[src/tsxyg_pkg.sv]
package tsxyg_pkg;

	// Register byte offsets on the APB bus.
	localparam logic [7:0] OFS_FE_C   = 8'h00;
	localparam logic [7:0] OFS_FE_D   = 8'h04;
	localparam logic [7:0] OFS_XY     = 8'h08;
	localparam logic [7:0] OFS_ONE    = 8'h0C;
	localparam logic [7:0] OFS_MULTI  = 8'h10;
	localparam logic [7:0] OFS_STATUS = 8'h14;

	// Writable bits of each register; the others read as zero.
	localparam logic [7:0] MASK_FE_C  = 8'hFF;
	localparam logic [7:0] MASK_FE_D  = 8'h77;
	localparam logic [7:0] MASK_XY    = 8'h0F;
	localparam logic [7:0] MASK_ONE   = 8'h3F;
	localparam logic [7:0] MASK_MULTI = 8'h07;

	// Reset values.
	localparam logic [7:0] RST_FE_C  = 8'h00;
	localparam logic [7:0] RST_FE_D  = 8'h00;
	localparam logic [7:0] RST_XY    = 8'h00;
	localparam logic [7:0] RST_ONE   = 8'h00;
	localparam logic [7:0] RST_MULTI = 8'h00;

	// Field positions.
	localparam int SETTLE_MSB = 7;
	localparam int SETTLE_LSB = 6;
	localparam int TRIP_MSB   = 3;
	localparam int TRIP_LSB   = 0;
	localparam int CHARGE_MSB = 6;
	localparam int CHARGE_LSB = 4;
	localparam int XFER_MSB   = 2;
	localparam int XFER_LSB   = 0;
	localparam int PALM_BIT   = 3;
	localparam int SWAP_BIT   = 2;
	localparam int FLIPY_BIT  = 1;
	localparam int FLIPX_BIT  = 0;
	localparam int ONE_W      = 6;
	localparam int MULTI_W    = 3;
	localparam int COORD_W    = 16;

	// Settle times and the clock period.
	localparam int unsigned CLK_PERIOD_NS   = 20;
	localparam int unsigned SETTLE_LONG_NS  = 1700000;
	localparam int unsigned SETTLE_MID_NS   = 500000;
	localparam int unsigned SETTLE_SHORT_NS = 120000;

	typedef enum logic [1:0] {
		SETTLE_LONG  = 2'b00,
		SETTLE_MID   = 2'b01,
		SETTLE_SHORT = 2'b10,
		SETTLE_RSVD  = 2'b11
	} tsxyg_settle_t;

	typedef struct packed {
		logic [7:0] fe_c;
		logic [7:0] fe_d;
		logic [7:0] xy;
		logic [7:0] one;
		logic [7:0] multi;
	} tsxyg_cfg_t;

	typedef struct packed {
		logic [COORD_W-1:0] x;
		logic [COORD_W-1:0] y;
	} tsxyg_xy_t;

	typedef struct packed {
		logic [ONE_W-1:0]   one;
		logic [MULTI_W-1:0] multi;
	} tsxyg_gest_t;

endpackage : tsxyg_pkg

[src/tsxyg_settle_timer.sv]
`timescale 1ns/100ps
`default_nettype none
module tsxyg_settle_timer #(
	parameter int unsigned LONG_CYC  = 85000,
	parameter int unsigned MID_CYC   = 25000,
	parameter int unsigned SHORT_CYC = 6000
) (
	// Clock and reset.
	input  wire logic                     pclk,
	input  wire logic                     presetn,
	// Control.
	input  wire logic                     start,
	input  wire tsxyg_pkg::tsxyg_settle_t sel,
	// Status.
	output logic                          busy,
	output logic                          done
);

	localparam int CNT_W = $clog2(LONG_CYC + 1);

	typedef struct packed {
		logic             busy;
		logic             done;
		logic [CNT_W-1:0] cnt;
		logic [CNT_W-1:0] len;
		logic [CNT_W-1:0] elapsed;
	} tsxyg_tmr_st_t;

	tsxyg_tmr_st_t st_r, st_nxt;
	logic [CNT_W-1:0] len_sel;

	always_comb begin
		// The reserved code falls back to the longest delay, so it never shortens settling.
		case (sel)
			tsxyg_pkg::SETTLE_MID:   len_sel = CNT_W'(MID_CYC);
			tsxyg_pkg::SETTLE_SHORT: len_sel = CNT_W'(SHORT_CYC);
			default:                 len_sel = CNT_W'(LONG_CYC);
		endcase
		st_nxt = st_r;
		st_nxt.done = 1'b0;
		if (start) begin
			st_nxt.busy = 1'b1;
			st_nxt.len = len_sel;
			st_nxt.cnt = len_sel - 1'b1;
			st_nxt.elapsed = '0;
		end else if (st_r.busy) begin
			st_nxt.elapsed = st_r.elapsed + 1'b1;
			if (st_r.cnt == '0) begin
				st_nxt.busy = 1'b0;
				st_nxt.done = 1'b1;
			end else begin
				st_nxt.cnt = st_r.cnt - 1'b1;
			end
		end
	end

	always_ff @(posedge pclk or negedge presetn) begin
		if (!presetn) begin
			st_r <= '0;
		end else begin
			st_r <= st_nxt;
		end
	end

	assign busy = st_r.busy;
	assign done = st_r.done;

	if (LONG_CYC < 1 || MID_CYC < 1 || SHORT_CYC < 1 || MID_CYC > LONG_CYC
			|| SHORT_CYC > LONG_CYC) begin : g_chk
		$error("settle counts must be at least one and not above the long count");
	end
endmodule : tsxyg_settle_timer
`default_nettype wire

[src/tsxyg_xy_map.sv]
`timescale 1ns/100ps
`default_nettype none
module tsxyg_xy_map (
	// Clock and reset.
	input  wire logic                          pclk,
	input  wire logic                          presetn,
	// Active XY configuration byte.
	input  wire logic [7:0]                    xy_cfg,
	// Raw position in.
	input  wire logic                          in_valid,
	input  wire logic [tsxyg_pkg::COORD_W-1:0] rx_pos,
	input  wire logic [tsxyg_pkg::COORD_W-1:0] tx_pos,
	input  wire logic [tsxyg_pkg::COORD_W-1:0] span_x,
	input  wire logic [tsxyg_pkg::COORD_W-1:0] span_y,
	input  wire logic                          palm_detect,
	// Mapped position out.
	output logic                               out_valid,
	output tsxyg_pkg::tsxyg_xy_t               out_pos
);

	typedef struct packed {
		logic                 valid;
		tsxyg_pkg::tsxyg_xy_t pos;
	} tsxyg_map_st_t;

	tsxyg_map_st_t st_r, st_nxt;
	logic [tsxyg_pkg::COORD_W-1:0] sx, sy;

	always_comb begin
		sx = xy_cfg[tsxyg_pkg::SWAP_BIT] ? tx_pos : rx_pos;
		sy = xy_cfg[tsxyg_pkg::SWAP_BIT] ? rx_pos : tx_pos;
		st_nxt = st_r;
		st_nxt.valid = in_valid && !(xy_cfg[tsxyg_pkg::PALM_BIT] && palm_detect);
		if (in_valid) begin
			// Positions past the span invert to zero rather than wrapping.
			if (!xy_cfg[tsxyg_pkg::FLIPX_BIT]) begin
				st_nxt.pos.x = sx;
			end else begin
				st_nxt.pos.x = (sx > span_x) ? '0 : span_x - sx;
			end
			if (!xy_cfg[tsxyg_pkg::FLIPY_BIT]) begin
				st_nxt.pos.y = sy;
			end else begin
				st_nxt.pos.y = (sy > span_y) ? '0 : span_y - sy;
			end
		end
	end

	always_ff @(posedge pclk or negedge presetn) begin
		if (!presetn) begin
			st_r <= '0;
		end else begin
			st_r <= st_nxt;
		end
	end

	assign out_valid = st_r.valid;
	assign out_pos   = st_r.pos;
endmodule : tsxyg_xy_map
`default_nettype wire

[src/tsxyg_top.sv]
`timescale 1ns/100ps
`default_nettype none
module tsxyg_top #(
	parameter int unsigned SETTLE_LONG_CYC  = (tsxyg_pkg::SETTLE_LONG_NS
		+ tsxyg_pkg::CLK_PERIOD_NS - 1) / tsxyg_pkg::CLK_PERIOD_NS,
	parameter int unsigned SETTLE_MID_CYC   = (tsxyg_pkg::SETTLE_MID_NS
		+ tsxyg_pkg::CLK_PERIOD_NS - 1) / tsxyg_pkg::CLK_PERIOD_NS,
	parameter int unsigned SETTLE_SHORT_CYC = (tsxyg_pkg::SETTLE_SHORT_NS
		+ tsxyg_pkg::CLK_PERIOD_NS - 1) / tsxyg_pkg::CLK_PERIOD_NS
) (
	// Clock and reset.
	input  wire logic                          pclk,
	input  wire logic                          presetn,
	// APB slave.
	input  wire logic                          psel,
	input  wire logic                          penable,
	input  wire logic                          pwrite,
	input  wire logic [7:0]                    paddr,
	input  wire logic [31:0]                   pwdata,
	output logic [31:0]                        prdata,
	output logic                               pready,
	output logic                               pslverr,
	// Sensing front end.
	input  wire logic                          cycle_start,
	output logic                               settle_busy,
	output logic                               conv_start,
	output logic [3:0]                         trip_level_code,
	output logic [2:0]                         charge_phase_length,
	output logic [2:0]                         transfer_phase_length,
	// XY path.
	input  wire logic                          xy_in_valid,
	input  wire logic [tsxyg_pkg::COORD_W-1:0] xy_rx_pos,
	input  wire logic [tsxyg_pkg::COORD_W-1:0] xy_tx_pos,
	input  wire logic [tsxyg_pkg::COORD_W-1:0] span_x,
	input  wire logic [tsxyg_pkg::COORD_W-1:0] span_y,
	input  wire logic                          palm_detect,
	output logic                               xy_out_valid,
	output tsxyg_pkg::tsxyg_xy_t               xy_out,
	// Gesture path.
	input  wire logic                          gest_in_valid,
	input  wire tsxyg_pkg::tsxyg_gest_t        gest_in,
	output logic                               gest_out_valid,
	output tsxyg_pkg::tsxyg_gest_t             gest_out
);

	typedef struct packed {
		tsxyg_pkg::tsxyg_cfg_t  cfg;
		tsxyg_pkg::tsxyg_cfg_t  act;
		logic [31:0]            rdata;
		logic                   slverr;
		logic                   palm_hold;
		logic                   gest_vld;
		tsxyg_pkg::tsxyg_gest_t gest;
	} tsxyg_top_st_t;

	tsxyg_top_st_t          st_r, st_nxt;
	logic                   setup_ph;
	logic                   wr_acc;
	logic                   rd_hit;
	logic [31:0]            rd_word;
	logic [7:0]             wbyte;
	logic                   cfg_pending;
	tsxyg_pkg::tsxyg_gest_t gated;

	assign setup_ph    = psel && !penable;
	assign wr_acc      = psel && penable && pwrite;
	assign wbyte       = pwdata[7:0];
	assign cfg_pending = st_r.cfg != st_r.act;

	// Read decode; an unmapped address reads zero and answers with an error.
	always_comb begin
		rd_hit = 1'b1;
		rd_word = 32'h0000_0000;
		if (paddr == tsxyg_pkg::OFS_FE_C) begin
			rd_word[7:0] = st_r.cfg.fe_c;
		end else if (paddr == tsxyg_pkg::OFS_FE_D) begin
			rd_word[7:0] = st_r.cfg.fe_d;
		end else if (paddr == tsxyg_pkg::OFS_XY) begin
			rd_word[7:0] = st_r.cfg.xy;
		end else if (paddr == tsxyg_pkg::OFS_ONE) begin
			rd_word[7:0] = st_r.cfg.one;
		end else if (paddr == tsxyg_pkg::OFS_MULTI) begin
			rd_word[7:0] = st_r.cfg.multi;
		end else if (paddr == tsxyg_pkg::OFS_STATUS) begin
			rd_word[2:0] = {cfg_pending, st_r.palm_hold, settle_busy};
		end else begin
			rd_hit = 1'b0;
		end
	end

	// Gestures are masked with the enables of the running sensing cycle.
	assign gated.one   = gest_in.one & st_r.act.one[tsxyg_pkg::ONE_W-1:0];
	assign gated.multi = gest_in.multi & st_r.act.multi[tsxyg_pkg::MULTI_W-1:0];

	always_comb begin
		st_nxt = st_r;
		// Answer data is captured in the setup cycle so the access cycle needs no wait.
		if (setup_ph) begin
			st_nxt.rdata = pwrite ? 32'h0000_0000 : rd_word;
			st_nxt.slverr = !rd_hit;
		end
		// Writes to the status word and unmapped offsets change nothing.
		if (wr_acc) begin
			if (paddr == tsxyg_pkg::OFS_FE_C) begin
				st_nxt.cfg.fe_c = wbyte & tsxyg_pkg::MASK_FE_C;
			end else if (paddr == tsxyg_pkg::OFS_FE_D) begin
				st_nxt.cfg.fe_d = wbyte & tsxyg_pkg::MASK_FE_D;
			end else if (paddr == tsxyg_pkg::OFS_XY) begin
				st_nxt.cfg.xy = wbyte & tsxyg_pkg::MASK_XY;
			end else if (paddr == tsxyg_pkg::OFS_ONE) begin
				st_nxt.cfg.one = wbyte & tsxyg_pkg::MASK_ONE;
			end else if (paddr == tsxyg_pkg::OFS_MULTI) begin
				st_nxt.cfg.multi = wbyte & tsxyg_pkg::MASK_MULTI;
			end
		end
		// A write in the start cycle reaches cfg but misses this copy and waits for the next cycle start.
		if (cycle_start) begin
			st_nxt.act = st_r.cfg;
		end
		st_nxt.palm_hold = palm_detect && st_r.act.xy[tsxyg_pkg::PALM_BIT];
		st_nxt.gest_vld = gest_in_valid && (gated != '0);
		st_nxt.gest = gest_in_valid ? gated : '0;
	end

	always_ff @(posedge pclk or negedge presetn) begin
		if (!presetn) begin
			st_r <= '0;
			st_r.cfg.fe_c <= tsxyg_pkg::RST_FE_C;
			st_r.cfg.fe_d <= tsxyg_pkg::RST_FE_D;
			st_r.cfg.xy <= tsxyg_pkg::RST_XY;
			st_r.cfg.one <= tsxyg_pkg::RST_ONE;
			st_r.cfg.multi <= tsxyg_pkg::RST_MULTI;
			st_r.act.fe_c <= tsxyg_pkg::RST_FE_C;
			st_r.act.fe_d <= tsxyg_pkg::RST_FE_D;
			st_r.act.xy <= tsxyg_pkg::RST_XY;
			st_r.act.one <= tsxyg_pkg::RST_ONE;
			st_r.act.multi <= tsxyg_pkg::RST_MULTI;
		end else begin
			st_r <= st_nxt;
		end
	end

	assign pready = 1'b1;
	assign prdata = st_r.rdata;
	assign pslverr = st_r.slverr;
	assign trip_level_code = st_r.act.fe_c[tsxyg_pkg::TRIP_MSB:tsxyg_pkg::TRIP_LSB];
	assign charge_phase_length =
		st_r.act.fe_d[tsxyg_pkg::CHARGE_MSB:tsxyg_pkg::CHARGE_LSB];
	assign transfer_phase_length =
		st_r.act.fe_d[tsxyg_pkg::XFER_MSB:tsxyg_pkg::XFER_LSB];
	assign gest_out_valid = st_r.gest_vld;
	assign gest_out = st_r.gest;

	// The settle code is read from the register that becomes active at this same edge.
	tsxyg_settle_timer #(
		.LONG_CYC  (SETTLE_LONG_CYC),
		.MID_CYC   (SETTLE_MID_CYC),
		.SHORT_CYC (SETTLE_SHORT_CYC)
	) u_settle (
		.pclk    (pclk),
		.presetn (presetn),
		.start   (cycle_start),
		.sel     (tsxyg_pkg::tsxyg_settle_t'(
			st_r.cfg.fe_c[tsxyg_pkg::SETTLE_MSB:tsxyg_pkg::SETTLE_LSB])),
		.busy    (settle_busy),
		.done    (conv_start)
	);

	tsxyg_xy_map u_xy (
		.pclk        (pclk),
		.presetn     (presetn),
		.xy_cfg      (st_r.act.xy),
		.in_valid    (xy_in_valid),
		.rx_pos      (xy_rx_pos),
		.tx_pos      (xy_tx_pos),
		.span_x      (span_x),
		.span_y      (span_y),
		.palm_detect (palm_detect),
		.out_valid   (xy_out_valid),
		.out_pos     (xy_out)
	);
endmodule : tsxyg_top
`default_nettype wire

[config.mk]
export PLATFORM = sky130hd
export DESIGN_NAME = tsxyg_top
export DESIGN_NICKNAME = d
export VERILOG_FILES = /design/src/tsxyg_pkg.sv /design/src/tsxyg_settle_timer.sv /design/src/tsxyg_xy_map.sv /design/src/tsxyg_top.sv
export SDC_FILE = /design/constraint.sdc
export NUM_CORES = 1
export LEC_CHECK = 0
export BUFFER_PORTS_ARGS = -buffer_cell sky130_fd_sc_hd__buf_2
export CORE_AREA = 2 2 141 109
export DETAILED_ROUTE_END_ITERATION = 8
export DIE_AREA = 0 0 143 111
export GPL_ROUTABILITY_DRIVEN = 0
export PLACE_DENSITY = 0.85
export RECOVER_POWER = 25
export SLEW_MARGIN = 20
export SYNTH_ARGS = -nofsm -noshare
export SYNTH_HDL_FRONTEND = slang
export SYNTH_SLANG_ARGS = --single-unit
[constraint.sdc]
create_clock -name pclk -period 6.1 [get_ports pclk]
set_input_delay 0.915 -clock pclk [delete_from_list [all_inputs] [get_ports pclk]]
set_output_delay 0.915 -clock pclk [all_outputs]
set_load 0.05 [all_outputs]
==> impl_summary.log <==
[metrics] run status: finished with violations
[metrics] violated checks: capacitance limit, slew limit
[metrics] slew of the pin with the lowest slew margin: between 3 and 4 ns
[metrics] post-route standard cell area excluding fillers: approximately 9400 um2
[metrics] initial cell density of the core: roughly 56%
[metrics] Post-synth top cells: 126 x dfrtp_1, 82 x nor2_1, 67 x a21oi_1
[metrics] via count of the first global-routing pass: 6779
[metrics] Synth Area in Adders: 6.28%
[metrics] post-CTS resize count: 0
[metrics] synthesized area: 8210 um2
[metrics] aggregate global routing overflow: 0
[metrics] Post CTS Setup Buffer Count: 0
[metrics] number of H-tree branching levels: 4
[metrics] maximum single-stage delay on the critical path: 2.37 ns
[metrics] number of clock sinks: 126
[metrics] CTS tree: yes
[metrics] Avg Vias per Cell: 5.81
[metrics] Die Y: 111 um
[metrics] Yosys top cell area share: between 30% and 40%
[metrics] count of final hold-check violations: 0
[metrics] Slew Limit Fails: 105
[metrics] row count: 39
[metrics] fraction of layout cells with a size suffix above 1: 26.4%
[metrics] count of unique library cells instantiated by Yosys: 60
[metrics] RSZ-0062 raised after global routing: no
[metrics] Compound-Gate Fraction of Synth Area: 16.0%
[metrics] Layout Skew: 0.00899 ns
[metrics] part of the cycle the worst path needs: between 60% and 70%
[metrics] register area share after synthesis: 38.4%
[metrics] final-layout fill cell count: 1204
[metrics] startpoint types: primary input
[metrics] fraction of the core area covered by cells at the end of the flow: ~64%
[metrics] Die Width: 143 um
[metrics] via count: 6937
[metrics] first-pass iteration count of the detailed router: 5
[metrics] overall track demand over capacity in global routing: between 20% and 30%
[metrics] Async S/R FF share, synth: 100%
[metrics] clock edge transition at the registers on the reported setup and hold paths: 0.06 ns
[metrics] Post-synth top flop: dfrtp_1
[metrics] TritonCTS buffer count: 17
[metrics] VDD IR-drop max: roughly 0.16 mV
[metrics] library cell occupying the most area in the post-synthesis netlist: dfrtp_1
[metrics] worst path arrival time: ~4.3 ns
[metrics] worst-path fanout max: 66
[metrics] area post-placement: about 8900 um2
[metrics] Setup violations, final: 0
[metrics] starting DRC count in detailed routing: 576
[metrics] gate family responsible for the most delay along the worst path: buffers and inverters
[metrics] worst-skew pair later-pin latency: ~0.42 ns
[metrics] Power, Total: around 2.3 mW
[metrics] post-detailed-route count of antenna-violating nets: 0
[metrics] highest achievable clock rate: 257 MHz
[metrics] syn avg cell area: 9.63 um2
[metrics] first-pass GRT wire length: around 35000 um
[metrics] number of port buffers: ~160
[metrics] data required time of the critical path: 6.54 ns
[metrics] chain of cells forming the critical path: clkbuf_1 > buf_4
[metrics] leakage dissipation: 4.53 nW
[metrics] element type at the critical path end: asynchronous set/reset pin
[metrics] DRC violations left: 0
[metrics] quantity of hold-fixing buffers added after cts: 0
[metrics] boundary pin count: 211
[metrics] cell with the most instances after synthesis: dfrtp_1
[metrics] Detail Placement HPWL: about 16000 um
[metrics] maximum root-to-sink buffer count: 2
[metrics] combinational family with the most area after synthesis: compound AO/OA/AOI/OAI gates
[metrics] simple-gate share of the synthesized area: 13.3%
[metrics] tightest slew margin relative to the limit: -129%
[metrics] total routed wirelength: 21800 um
[metrics] register bit total from synthesis: around 130
[metrics] Setup Total Neg Slack: 0 ns
[metrics] max-cap check violation count: 2
[metrics] synthesized instance count: 853
[metrics] share of synthesized area spent on multiplexers: 13.0%
[metrics] power per standard cell area: 249 nW/um2
[metrics] count of flip-flops with a built-in enable after synthesis: 0
[metrics] hold crit path type: reg2reg
[metrics] CP Class: in2async
[metrics] Area Growth Syn to Fin: 14.8%
[metrics] floorplan core area: 14700 um2
[metrics] minimum period implied by the final worst setup slack: slightly below 4 ns
[metrics] Synth area leaders: dfrtp_1 38%, mux2_2 7.4%, ha_1 5.8%
[metrics] Total Nets Final: 1139
[metrics] count of buffer and inverter cells on the critical path: 2
[metrics] maximum number of pins on one net before global-route repair: 67
[metrics] number of antenna violations at the first check in global routing: 1
[metrics] Die ar.: roughly 16000 um2
[metrics] WL per Instance: around 18 um
[metrics] Warnings, synthesis: 0
[metrics] slowest library cell on the worst path: clkbuf_1
[metrics] xor/xnor cell area share of the yosys netlist: around 5.3%
[metrics] CTS Root Cell: clkbuf_16
[worst register-to-register path, delay by kind of cell (launching register included)]
family | cells | cell delay, ns
flops | 1 | 0.78
buf+inv | 1 | 0.08
mux | 1 | 0.43
compound gates | 5 | 1.69
fa+ha+maj | 2 | 0.41
simple gates | 1 | 0.20
[state kept, by name (all words and copies together) (netlist names)]
signal	count
st_r	45
u_xy.out_pos	32
u_settle.st_r	17
gest_out	9
prdata	8
trip_level_code	4
charge_phase_length	3
transfer_phase_length	3
gest_out_valid	1
pslverr	1
u_settle.busy	1
u_settle.done	1
u_xy.out_valid	1
[per-stage QoR]
stage	setup WS [ns]	hold WS, ns	instances
after global placement	2.18	0.461	1163
final	2.21	0.482	1195
after floorplan	3.19	0.444	876
after CTS	2.46	0.487	1194
after detailed placement	2.39	0.472	1163
after global routing	1.42	0.509	1195
[per-layer routing]
layer | up-vias | share of wire, % | global-route usage [%] | wire length (um)
met5 | - | 0 | 0 | 0
met4 | 0 | 2.1 | 9.44 | 451
met1 | 3338 | 47 | 41.6 | 10300
met2 | 299 | 44 | 41.1 | 9530
li1 | 3260 | - | - | -
met3 | 40 | 7.1 | 6.05 | 1550
[cells by family (layout without fill, tap and decap cells)]
logic type | after synthesis | count (layout)
AOI/OAI and AO/OA | 212 | 212
other | 2 | 26
and+or+nand+nor | 220 | 220
adders and majority gates | 40 | 40
xor gates and xnor gates | 50 | 50
DFF | 126 | 126
muxes | 97 | 97
buffers and inverters | 106 | 219
[report_power, final]
group	internal [mW]	switching, mW	leakage, nW
combinational	0.157	0.324	2.64
clock	0.582	0.389	0.268
sequential	0.868	0.0263	1.62
total	1.61	0.740	4.53
[placed cells by master (no fill, tap or decap), types with 8 or more instances in the layout]
master and n:
mux2_2 54, o21ai_0 54, nand2b_1 14, nand3_1 8
xnor2_1 32, inv_1 23, nand2_1 36, nor3_1 21
mux2i_1 37, dfrtp_1 125, ha_1 38, a211oi_1 15
buf_2 156, conb_1 25, a21oi_1 67, nor2_1 82
a31oi_1 17, and3_1 18, xor2_1 18, clkbuf_16 17
[area by class of cell]
class	count	area, um2	area share, %
inverter	23	86.3	0.916
clock buffer	19	453	4.80
antenna	1	2.50	0.0265
tap	205	256	2.72
clock inverter	12	114	1.21
sequential	126	3150	33.5
multi-input combinational	644	4530	48.1
timing repair buffer	165	830	8.80
[path summary, 6_finish.rpt]
| check | startpoint | to | slack [ns] | cells past startpoint |
|---|---|---|---|---|
| setup / recovery | presetn | st_r[56] | 2.21 | 2 |
| max in group pclk | cycle_start | u_settle.st_r[37] | 2.42 | 6 |
| min in group asynchronous | presetn | u_xy.out_pos[24] | 1.65 | 1 |
| setup reg to reg | st_r[62] | u_xy.out_pos[11] | 2.45 | 10 |
| hold reg to reg | pslverr | pslverr | 0.48 | 2 |
| hold / removal | pslverr | pslverr | 0.48 | 2 |
Power figures use the tool's default switching activity.
